File: config.mk
export PLATFORM = sky130hd
export DESIGN_NAME = mrw_reset_watchdog
export DESIGN_NICKNAME = d
export VERILOG_FILES = /design/src/hw/mrw_reset_watchdog.v
export VERILOG_INCLUDE_DIRS = /design/src /design/src/hw
export SDC_FILE = /design/constraint.sdc
export NUM_CORES = 1
export LEC_CHECK = 0
export BUFFER_PORTS_ARGS = -buffer_cell sky130_fd_sc_hd__buf_4
export CAP_MARGIN = 20
export CORE_MARGIN = 10
export CORE_UTILIZATION = 52
export DETAILED_ROUTE_END_ITERATION = 12
export PLACE_DENSITY = 0.85
export SYNTH_ARGS = -nofsm -noshare
export SYNTH_HDL_FRONTEND = slang
export SYNTH_SLANG_ARGS = --single-unit
export TNS_END_PERCENT = 100
File: constraint.sdc
create_clock -name pclk -period 2.9 [get_ports pclk]
set_input_delay 0.87 -clock pclk [delete_from_list [all_inputs] [get_ports pclk]]
set_output_delay 0.87 -clock pclk [all_outputs]
set_load 0.05 [all_outputs]
File: src/hw/mrw_map.vh
// mrw_map.vh: constants for the reset and watchdog controller
// assumes the design runs on the 50 MHz peripheral clock and includes this file by bare name
`ifndef MRW_MAP_VH
`define MRW_MAP_VH

// register byte offsets
`define MRW_CTRL_OFS        12'h000
`define MRW_STAT_OFS        12'h004
`define MRW_WDCNT_OFS       12'h008
`define MRW_CFG_OFS         12'h00C

// control register fields (write side effects only, reads as zero)
`define MRW_CTRL_WDCLR_BIT  0
`define MRW_CTRL_HALT_BIT   1
`define MRW_CTRL_SWRST_BIT  2

// status register fields
`define MRW_STAT_INRST_BIT  0
`define MRW_STAT_ARMED_BIT  1
`define MRW_STAT_CAUSE_LSB  4

// config register fields
`define MRW_CFG_KEYEN_LSB   0
`define MRW_CFG_KEYSRC_BIT  4

// reset cycle lengths in divider clocks
`define MRW_RST_LONG        16384
`define MRW_RST_SHORT       2048

// watchdog overflow intervals in stage ten periods
`define MRW_WD_SEL8         2'h0
`define MRW_WD_SEL64        2'h1
`define MRW_WD_SEL512       2'h2

// stage ten of the divider toggles once per 512 input clocks
`define MRW_STAGE_TEN_DIV   512
`define MRW_STAGE_EIGHT_DIV 128

// cause encodings
`define MRW_CAUSE_POR       4'h1
`define MRW_CAUSE_PIN       4'h2
`define MRW_CAUSE_KEY       4'h4
`define MRW_CAUSE_WDOG      4'h8

// reset-state encodings for downstream blocks
`define MRW_DUTY_QUARTER    2'h0
`define MRW_PC_RESET        12'h000

`endif

File: src/hw/mrw_reset_watchdog.v
// mrw_reset_watchdog.v: reset controller, key reset and watchdog timer of a small 4-bit core
// assumes pclk at 50 MHz, an APB master, and that pins arrive asynchronous to pclk
//
// Implementation choices: register access over APB and the address map.
`timescale 1ns/1ps
`include "mrw_map.vh"

// How it works
// a high reset pin raises a reset request; pin idles low.
// level mode holds reset while pin high; cycle starts when it falls.
// pulse mode starts the cycle on a high and releases automatically afterwards.
// reset cycle lasts 16384 or 2048 divider clocks, chosen at build.
// program counter is loaded with zero during reset.
// flags, release enables, switch enables and interrupt enables clear to zero.
// battery indicator resets to one or zero by supply variant.
// ports go to input mode; third and fourth port pull-downs on.
// debounce clock stage ten; pump and clear clocks quarter duty; generator off.
// buzzer low, converter off with sense outputs zero, timers off.
// slow crystal clock selected; watchdog in reset mode, flag zero. (code keeps the flag on key and watchdog reset)
// segment outputs all-on or all-off during reset, chosen at build.
// key reset fires when every enabled key input reads zero.
// key-matrix reset waits for the next scanning clock pulse.
// watchdog is a nine-bit up-counter clocked by stage ten.
// watchdog overflow resets most logic but keeps watchdog, flag and divider.
// power-on or pin reset stops the watchdog and clears its flag.
// set-flag instruction with 10h arms watchdog, sets flag, clears count.
// watchdog holds its count in halt or stop and resumes after.
// firmware must clear the watchdog often enough to avoid overflow.
// firmware should clear the watchdog before entering halt or stop.
// overflow interval is 8, 64 or 512 stage-ten periods, build selected.
// all reset requests merge into one synchronised request before the cycle.
module mrw_reset_watchdog #(
   parameter            LONG_RESET  = 1,
   parameter            PULSE_MODE  = 0,
   parameter            BATTERY_VAR = 1,
   parameter            SEG_ALL_ON  = 1,
   parameter [3:0]      KEY_USE     = 4'hF,
   parameter [1:0]      WD_SEL      = `MRW_WD_SEL512,
   parameter integer    RST_LONG    = `MRW_RST_LONG,
   parameter integer    RST_SHORT   = `MRW_RST_SHORT,
   parameter integer    STAGE_DIV   = `MRW_STAGE_TEN_DIV
) (
   // clock and bus reset
   input  wire          pclk,
   input  wire          presetn,
   // apb slave
   input  wire          psel,
   input  wire          penable,
   input  wire          pwrite,
   input  wire [11:0]   paddr,
   input  wire [31:0]   pwdata,
   output reg  [31:0]   prdata,
   output reg           pready,
   output reg           pslverr,
   // external pins and events
   input  wire          por_request,
   input  wire          reset_pin,
   input  wire [3:0]    key_scan_inputs,
   input  wire          key_scan_clock,
   input  wire          cpu_sleeping,
   // reset state handed to the core
   output reg           core_in_reset,
   output reg  [11:0]   program_counter_load,
   output reg           clear_flags,
   output reg           battery_backup_indicator,
   output reg  [3:0]    port_input_mode,
   output reg  [1:0]    pull_down_cd,
   output reg           debounce_from_stage_ten,
   output reg  [1:0]    pump_duty,
   output reg  [1:0]    clear_duty,
   output reg           freq_gen_active,
   output reg           buzzer_level,
   output reg           converter_active,
   output reg  [2:0]    sense_resistor_outputs,
   output reg  [1:0]    timers_active,
   output reg           use_slow_crystal_clock,
   output reg           segments_forced,
   output reg           segment_force_level,
   output reg           watchdog_armed_flag,
   output reg           divider_stage_ten_output
);

   localparam [2:0] ST_IDLE = 3'b001;
   localparam [2:0] ST_HOLD = 3'b010;
   localparam [2:0] ST_CYC  = 3'b100;
   localparam integer CYC_LEN = LONG_RESET ? RST_LONG : RST_SHORT;
   localparam [8:0] WD_LIMIT = (WD_SEL == `MRW_WD_SEL8)  ? 9'h007 :
                               (WD_SEL == `MRW_WD_SEL64) ? 9'h03F : 9'h1FF;

   //////////////////////////////////////////////////////////////////////////////
   // three-flop synchronisers; a change counts once flops two and three agree
   reg  [2:0]  pin_s;
   reg  [2:0]  por_s;
   reg  [2:0]  ksc_s;
   reg  [3:0]  key_s1;
   reg  [3:0]  key_s2;
   reg  [3:0]  key_s3;
   reg         pin_f;
   reg         por_f;
   reg         ksc_f;
   reg  [3:0]  key_f;
   reg         ksc_prev;

   always @(posedge pclk or negedge presetn) begin
      if (!presetn) begin
         pin_s    <= 3'h0;
         por_s    <= 3'h0;
         ksc_s    <= 3'h0;
         key_s1   <= 4'hF;
         key_s2   <= 4'hF;
         key_s3   <= 4'hF;
         pin_f    <= 1'b0;
         por_f    <= 1'b0;
         ksc_f    <= 1'b0;
         ksc_prev <= 1'b0;
      end else begin
         pin_s    <= {pin_s[1:0], reset_pin};
         por_s    <= {por_s[1:0], por_request};
         ksc_s    <= {ksc_s[1:0], key_scan_clock};
         key_s1   <= key_scan_inputs;
         key_s2   <= key_s1;
         key_s3   <= key_s2;
         if (pin_s[1] == pin_s[2])
            pin_f <= pin_s[2];
         if (por_s[1] == por_s[2])
            por_f <= por_s[2];
         if (ksc_s[1] == ksc_s[2])
            ksc_f <= ksc_s[2];
         ksc_prev <= ksc_f;
      end
   end

   // per-bit key filter
   genvar gi;
   generate
      for (gi = 0; gi < 4; gi = gi + 1) begin : g_key
         always @(posedge pclk or negedge presetn) begin
            if (!presetn)
               key_f[gi] <= 1'b1;
            else if (key_s2[gi] == key_s3[gi])
               key_f[gi] <= key_s3[gi];
         end
      end
   endgenerate

   //////////////////////////////////////////////////////////////////////////////
   // software state: key reset enables, source select, halt indication
   reg  [3:0]  key_en;
   reg         key_from_matrix;
   reg         sw_halt;
   reg  [3:0]  last_cause;
   wire        apb_wr = psel & penable & pwrite & pready;
   wire        wr_ctrl = apb_wr && (paddr == `MRW_CTRL_OFS);
   wire        wr_cfg  = apb_wr && (paddr == `MRW_CFG_OFS);
   wire        wd_clear = wr_ctrl && pwdata[`MRW_CTRL_WDCLR_BIT];
   wire        sw_reset = wr_ctrl && pwdata[`MRW_CTRL_SWRST_BIT];

   //////////////////////////////////////////////////////////////////////////////
   // key reset: all enabled inputs low; matrix source waits for scan clock edge
   wire        key_all_low = (KEY_USE & key_en) != 4'h0 &&
                             ((key_f & KEY_USE & key_en) == 4'h0);
   wire        scan_edge = ksc_f & ~ksc_prev;
   reg         key_req;

   always @(posedge pclk or negedge presetn) begin
      if (!presetn)
         key_req <= 1'b0;
      else if (!key_all_low)
         key_req <= 1'b0;
      else if (!key_from_matrix || scan_edge)
         key_req <= 1'b1;
   end

   //////////////////////////////////////////////////////////////////////////////
   // divider: free-running, never cleared by watchdog reset
   reg  [9:0]  div_cnt;
   reg         stage_ten_tick;

   always @(posedge pclk or negedge presetn) begin
      if (!presetn) begin
         div_cnt                  <= 10'h000;
         divider_stage_ten_output <= 1'b0;
         stage_ten_tick           <= 1'b0;
      end else begin
         div_cnt <= div_cnt + 10'h001;
         stage_ten_tick <= 1'b0;
         if (div_cnt == STAGE_DIV[9:0] - 10'h001) begin
            div_cnt                  <= 10'h000;
            divider_stage_ten_output <= ~divider_stage_ten_output;
            stage_ten_tick           <= ~divider_stage_ten_output;        // rising edge
         end
      end
   end

   //////////////////////////////////////////////////////////////////////////////
   // watchdog: nine-bit up counter on stage ten rising edges
   reg  [8:0]  wd_cnt;
   reg         wd_ovf;
   wire        hard_req = por_f | pin_f | sw_reset;

   always @(posedge pclk or negedge presetn) begin
      if (!presetn) begin
         wd_cnt              <= 9'h000;
         watchdog_armed_flag <= 1'b0;
         wd_ovf              <= 1'b0;
      end else begin
         wd_ovf <= 1'b0;
         if (hard_req) begin
            watchdog_armed_flag <= 1'b0;
            wd_cnt              <= 9'h000;
         end else if (wd_clear) begin
            watchdog_armed_flag <= 1'b1;
            wd_cnt              <= 9'h000;
         end else if (watchdog_armed_flag && stage_ten_tick &&
                      !(cpu_sleeping || sw_halt)) begin
            if (wd_cnt == WD_LIMIT) begin
               wd_cnt <= 9'h000;
               wd_ovf <= 1'b1;                                            // flag kept
            end else
               wd_cnt <= wd_cnt + 9'h001;
         end
      end
   end

   //////////////////////////////////////////////////////////////////////////////
   // reset sequencer; merged request is already synchronised to pclk
   reg  [2:0]  state;
   reg  [14:0] cyc_cnt;
   wire        any_req = hard_req | key_req | wd_ovf;
   wire        hold_req = PULSE_MODE ? 1'b0 : pin_f;
   reg         pin_seen;

   always @(posedge pclk or negedge presetn) begin
      if (!presetn) begin
         state    <= ST_CYC;
         cyc_cnt  <= 15'h0000;
         pin_seen <= 1'b0;
      end else begin
         case (state)
            ST_IDLE: begin
               if (any_req && !(pin_seen && pin_f)) begin
                  pin_seen <= pin_f;
                  cyc_cnt  <= 15'h0000;
                  state    <= hold_req ? ST_HOLD : ST_CYC;
               end else if (!pin_f)
                  pin_seen <= 1'b0;
            end
            ST_HOLD: begin
               cyc_cnt <= 15'h0000;
               if (!pin_f)
                  state <= ST_CYC;
            end
            ST_CYC: begin
               if (hold_req)
                  state <= ST_HOLD;
               else if (cyc_cnt == CYC_LEN[14:0] - 15'h0001) begin
                  state    <= ST_IDLE;
                  pin_seen <= pin_f;
               end else
                  cyc_cnt <= cyc_cnt + 15'h0001;
            end
            default: state <= ST_CYC;
         endcase
      end
   end

   //////////////////////////////////////////////////////////////////////////////
   // reset-state outputs, driven from flops
   wire        in_rst = (state != ST_IDLE);

   always @(posedge pclk or negedge presetn) begin
      if (!presetn) begin
         core_in_reset            <= 1'b1;
         program_counter_load     <= `MRW_PC_RESET;
         clear_flags              <= 1'b1;
         battery_backup_indicator <= (BATTERY_VAR != 0);
         port_input_mode          <= 4'hF;
         pull_down_cd             <= 2'h3;
         debounce_from_stage_ten  <= 1'b1;
         pump_duty                <= `MRW_DUTY_QUARTER;
         clear_duty               <= `MRW_DUTY_QUARTER;
         freq_gen_active          <= 1'b0;
         buzzer_level             <= 1'b0;
         converter_active         <= 1'b0;
         sense_resistor_outputs   <= 3'h0;
         timers_active            <= 2'h0;
         use_slow_crystal_clock   <= 1'b1;
         segments_forced          <= 1'b1;
         segment_force_level      <= (SEG_ALL_ON != 0);
      end else begin
         core_in_reset        <= in_rst;
         program_counter_load <= `MRW_PC_RESET;
         clear_flags          <= in_rst;
         if (in_rst) begin
            battery_backup_indicator <= (BATTERY_VAR != 0);
            port_input_mode          <= 4'hF;
            pull_down_cd             <= 2'h3;
            debounce_from_stage_ten  <= 1'b1;
            pump_duty                <= `MRW_DUTY_QUARTER;
            clear_duty               <= `MRW_DUTY_QUARTER;
            freq_gen_active          <= 1'b0;
            buzzer_level             <= 1'b0;
            converter_active         <= 1'b0;
            sense_resistor_outputs   <= 3'h0;
            timers_active            <= 2'h0;
            use_slow_crystal_clock   <= 1'b1;
         end
         segments_forced     <= in_rst;
         segment_force_level <= (SEG_ALL_ON != 0);
      end
   end

   //////////////////////////////////////////////////////////////////////////////
   // apb slave: one wait state so every answer is registered
   always @(posedge pclk or negedge presetn) begin
      if (!presetn) begin
         pready          <= 1'b0;
         pslverr         <= 1'b0;
         prdata          <= 32'h00000000;
         key_en          <= 4'hF;
         key_from_matrix <= 1'b0;
         sw_halt         <= 1'b0;
         last_cause      <= 4'h0;
      end else begin
         pready  <= psel & penable & ~pready;
         pslverr <= 1'b0;
         if (state == ST_IDLE && any_req)
            last_cause <= {wd_ovf, key_req, pin_f | sw_reset, por_f};
         if (psel && penable && !pready) begin
            prdata <= 32'h00000000;
            case (paddr)
               `MRW_CTRL_OFS:  prdata <= 32'h00000000;
               `MRW_STAT_OFS:  prdata <= {24'h000000, last_cause, 2'h0,
                                          watchdog_armed_flag, in_rst};
               `MRW_WDCNT_OFS: prdata <= {23'h000000, wd_cnt};
               `MRW_CFG_OFS:   prdata <= {27'h0000000, key_from_matrix, key_en};
               default:        pslverr <= 1'b1;                           // unmapped
            endcase
         end
         if (wr_ctrl)
            sw_halt <= pwdata[`MRW_CTRL_HALT_BIT];
         if (wr_cfg) begin
            key_en          <= pwdata[`MRW_CFG_KEYEN_LSB +: 4];
            key_from_matrix <= pwdata[`MRW_CFG_KEYSRC_BIT];
         end
      end
   end

endmodule

==> impl_metrics.py <==
metrics = {
    "detailed_routing": {
        "drt-total-wl_um": 8720,
        "routed.top_layer": "met4",
        "met1Wirelength_um": 3500,
        "wl_met2_um": 4430,
        "vias": 3144,
        "via_per_inst": 5.34,
        "drt-initial-drc-count": 248,
        "drtPass1Iterations": 4,
        "drc": 0,
        "wl_met3_um": 619,
        "wl_per_cell_um": 14.8,
        "drtAntennaViolNets": 0,
    },
    "grt": {
        "antenna_found_initial": 0,
        "grt_pass1_vias": 3059,
        "grt_overflow": 0,
        "grt_first_pass_wirelength_um": 14300,
        "grt.total_usage_pct": 13.2,
        "grt_max_degree": 57,
    },
    "setup_path": {
        "cp.depth": 8,
        "crit-reg2reg-launch": "wd_cnt[0]$_DFFE_PN0P_",
        "cpPeakStageDelay_ns": 0.60,
        "critPathArrivalTime_ns": 2.90,
        "path_delay_family": "simple AND/OR/NAND/NOR gates",
        "endpoint_kind": "flop",
        "rrSetupSlack_ns": 0.29,
        "criticalPathCategory": "reg2reg",
        "r2r_end": "wd_cnt[5]$_DFFE_PN0P_",
        "cp-start-kind": "flop",
        "critPathRequiredTime_ns": 3.19,
        "crit_chain": "ha_1 > and3_1 > and3_1 > and3_1 > ha_1 > nor2_1 > or4b_2 > a21oi_1",
        "startpoint": "wd_cnt[0]$_DFFE_PN0P_",
        "cp-endpoint": "wd_cnt[5]$_DFFE_PN0P_",
        "cp_slowest_cell": "or4b_2",
        "crit_buf_inv": 0,
        "timing.critical_path.mode_cell": "and3_1",
        "worstPathMaxFanout": 10,
        "r2r_cells": 8,
    },
    "power_and_ir_drop": {
        "pwr-share-seq_pct": 52.1,
        "power-per-cell-area_mw_per_mm2": 592,
        "total_leakage_power_nw": 2.29,
        "switching_share_pct": 34.9,
        "intPower_w": 0.00191,
        "clkPwrFrac_pct": 28.0,
        "p_comb_share_pct": 19.9,
        "p_sw_w": 0.00102,
        "peakVddDrop_mv": 0.420,
    },
    "clock_network": {
        "cts_setup_buffers": 0,
        "ctsHoldBuffers": 0,
        "cts-root-buf": "clkbuf_8",
        "htreeDepth": 3,
        "cts_resized": 0,
        "clk_latency_ns": 0.37,
        "clockBufferDepth": 2,
        "clk_pin_slew_ns": 0.09,
        "cts_tree": "built",
        "cts_buffers": 9,
        "cts_sinks": 94,
    },
    "place": {
        "port_buffers": 45,
        "dp_slack_ns": 0.224,
        "finalWeightedCongestion": 0.851,
        "dpl.hpwl_um": 6610,
        "dpl.cell_count": 573,
    },
    "final_layout": {
        "drive_above_1_share_pct": 22.5,
        "fin_nets": 537,
        "final_cells": 589,
        "syn2layout_area_growth_pct": 9.09,
        "fill_cells": 723,
        "n_antenna_cell": 0,
    },
    "job": {
        "cap_violations": 0,
    },
    "die": {
        "num_io_pins": 130,
        "rows": 34,
        "die_x_um": 113,
        "dieArea_mm2": 0.0129,
        "initial_utilization_pct": 52.8,
        "coreArea_mm2": 0.00859,
        "die_h_um": 113,
    },
    "min_path": {
        "min_path_type": "reg2reg",
    },
    "logic_synthesis": {
        "synth.area.top_cells": "dfrtp_1, dfstp_2, buf_4",
        "ys_seq_area_share_pct": 52.4,
        "synth_cell_type_count": 52,
        "synth_area_per_cell_um2": 10.5,
        "yosysWarnings": 0,
        "synth_edf_count": 0,
        "async_flop_share_pct": 100,
        "yosysTopAreaCellShare_pct": 39.7,
        "synth.top_cells.by_count": "dfrtp_1, buf_4, nand2_1",
        "ys_ff_latch": 94,
        "synth_area_mm2": 0.00454,
        "yosysMostFrequentCell": "dfrtp_1",
        "syn-instance-count": 432,
        "synth_top_cell_by_area": "dfrtp_1",
        "synth_ff_type": "dfrtp_1",
    },
    "timing": {
        "fin_crit_sh_pct": 89.9,
        "setup_violations": 0,
        "holdWs_ns": 0.359,
        "finalSetupTns_ns": 0,
        "finalHoldViolations": 0,
        "fmax_mhz": 383,
        "fin_crit_ns": 2.61,
        "setup_ws_ns": 0.292,
        "maxSlewViolCount": 0,
        "slew_headroom_pct": 43.9,
        "worst_clock_skew_ns": 0.0136,
        "rsz0062_at_grt": "false",
        "worst_pin_slew_ns": 0.837,
    },
    "status": {
        "status": "finished, final reports clean",
    },
}
-- worst min path at each step --
stage | start | end | cells after the start
after floorplan | ksc_s[0]$_DFF_PN0_ | ksc_s[1]$_DFF_PN0_ | 0
after global placement | pin_s[0]$_DFF_PN0_ | pin_s[1]$_DFF_PN0_ | 0
after detailed placement | pin_s[0]$_DFF_PN0_ | pin_s[1]$_DFF_PN0_ | 0
after CTS | pin_s[0]$_DFF_PN0_ | pin_s[1]$_DFF_PN0_ | 0
after global routing | por_s[0]$_DFF_PN0_ | por_s[1]$_DFF_PN0_ | 0
final | pin_s[0]$_DFF_PN0_ | pin_s[1]$_DFF_PN0_ | 0
-- layer usage --
layer	vias up	GRT usage (%)
met2	119	22.5
met5	-	0
met4	0	6.60
met1	1526	14.9
li1	1485	-
met3	14	3.57
-- area by class of cell --
| class | count | area [µm²] | area share, % |
|---|---|---|---|
| timing repair buffer | 50 | 388 | 7.83 |
| clock buffer | 9 | 124 | 2.50 |
| sequential | 94 | 2380 | 48.0 |
| inverter | 9 | 33.8 | 0.682 |
| clock inverter | 7 | 60.1 | 1.21 |
| tap | 108 | 135 | 2.73 |
| multi-input combinational | 312 | 1830 | 37.0 |
-- power groups by stage --
stage                     Sequential, W  Combinational [W]  Clock (W)
after floorplan                 0.00151           0.000532          0
after global placement          0.00154           0.000553          0
after detailed placement        0.00154           0.000575          0
after CTS                       0.00152           0.000582   0.000844
after global routing            0.00154           0.000645   0.000891
final                           0.00153           0.000583   0.000821
-- registers in the layout, summed over array words and instances (netlist names), 4 cells and up --
register / cells
last_cause: 4
key_s1: 4
key_s2: 4
div_cnt: 10
cyc_cnt: 15
key_en: 4
wd_cnt: 9
key_s3: 4
prdata: 9
key_f: 4
-- stage by stage --
step                instance area [µm²]  utilization, %  power, W
floorplan                          4750               -   0.00204
global placement                   4770            55.5   0.00209
detailed placement                 4770            55.5   0.00212
CTS                                4950            57.6   0.00295
global route                       4950            57.6   0.00308
finish                             4950            57.6   0.00293
-- cell usage in the layout (no fill, tap or decap), types with 3 or more instances in the layout --
cell,synthesis,layout
nor4_1,3,3
inv_6,0,3
o21ai_0,21,21
and3_1,8,8
a22o_1,3,3
ha_1,4,4
clkbuf_8,0,9
mux2i_1,4,4
xnor2_1,4,4
o31ai_1,7,7
buf_4,59,49
a41oi_1,3,3
mux2_2,9,9
nand2_1,40,40
nand4_1,3,3
nand3_1,12,12
conb_1,2,57
a22oi_1,8,8
xor2_1,6,6
o21a_1,3,3
a21oi_1,21,21
nor3_1,6,6
inv_1,9,9
maj3_1,7,7
nor2_1,36,36
dfrtp_1,72,72
a31oi_1,8,8
nor4_4,3,3
nor2b_1,3,3
dfstp_2,22,22
nand3b_1,5,5
-- cells by family (layout without fill, tap and decap cells) --
logic type                 after synthesis  in the layout  synth area share (%)
DFF                                     94             94                  52.4
xor gates and xnor gates                10             10                  1.93
and+or+nand+nor                        137            137                  16.2
muxes                                   13             13                  3.11
buffers and inverters                   81             75                  11.8
AOI/OAI and AO/OA                       84             84                  11.8
other                                    2             57                 0.165
adders and majority gates               11             11                  2.65
No activity file was read; power rests on OpenSTA's default activity.
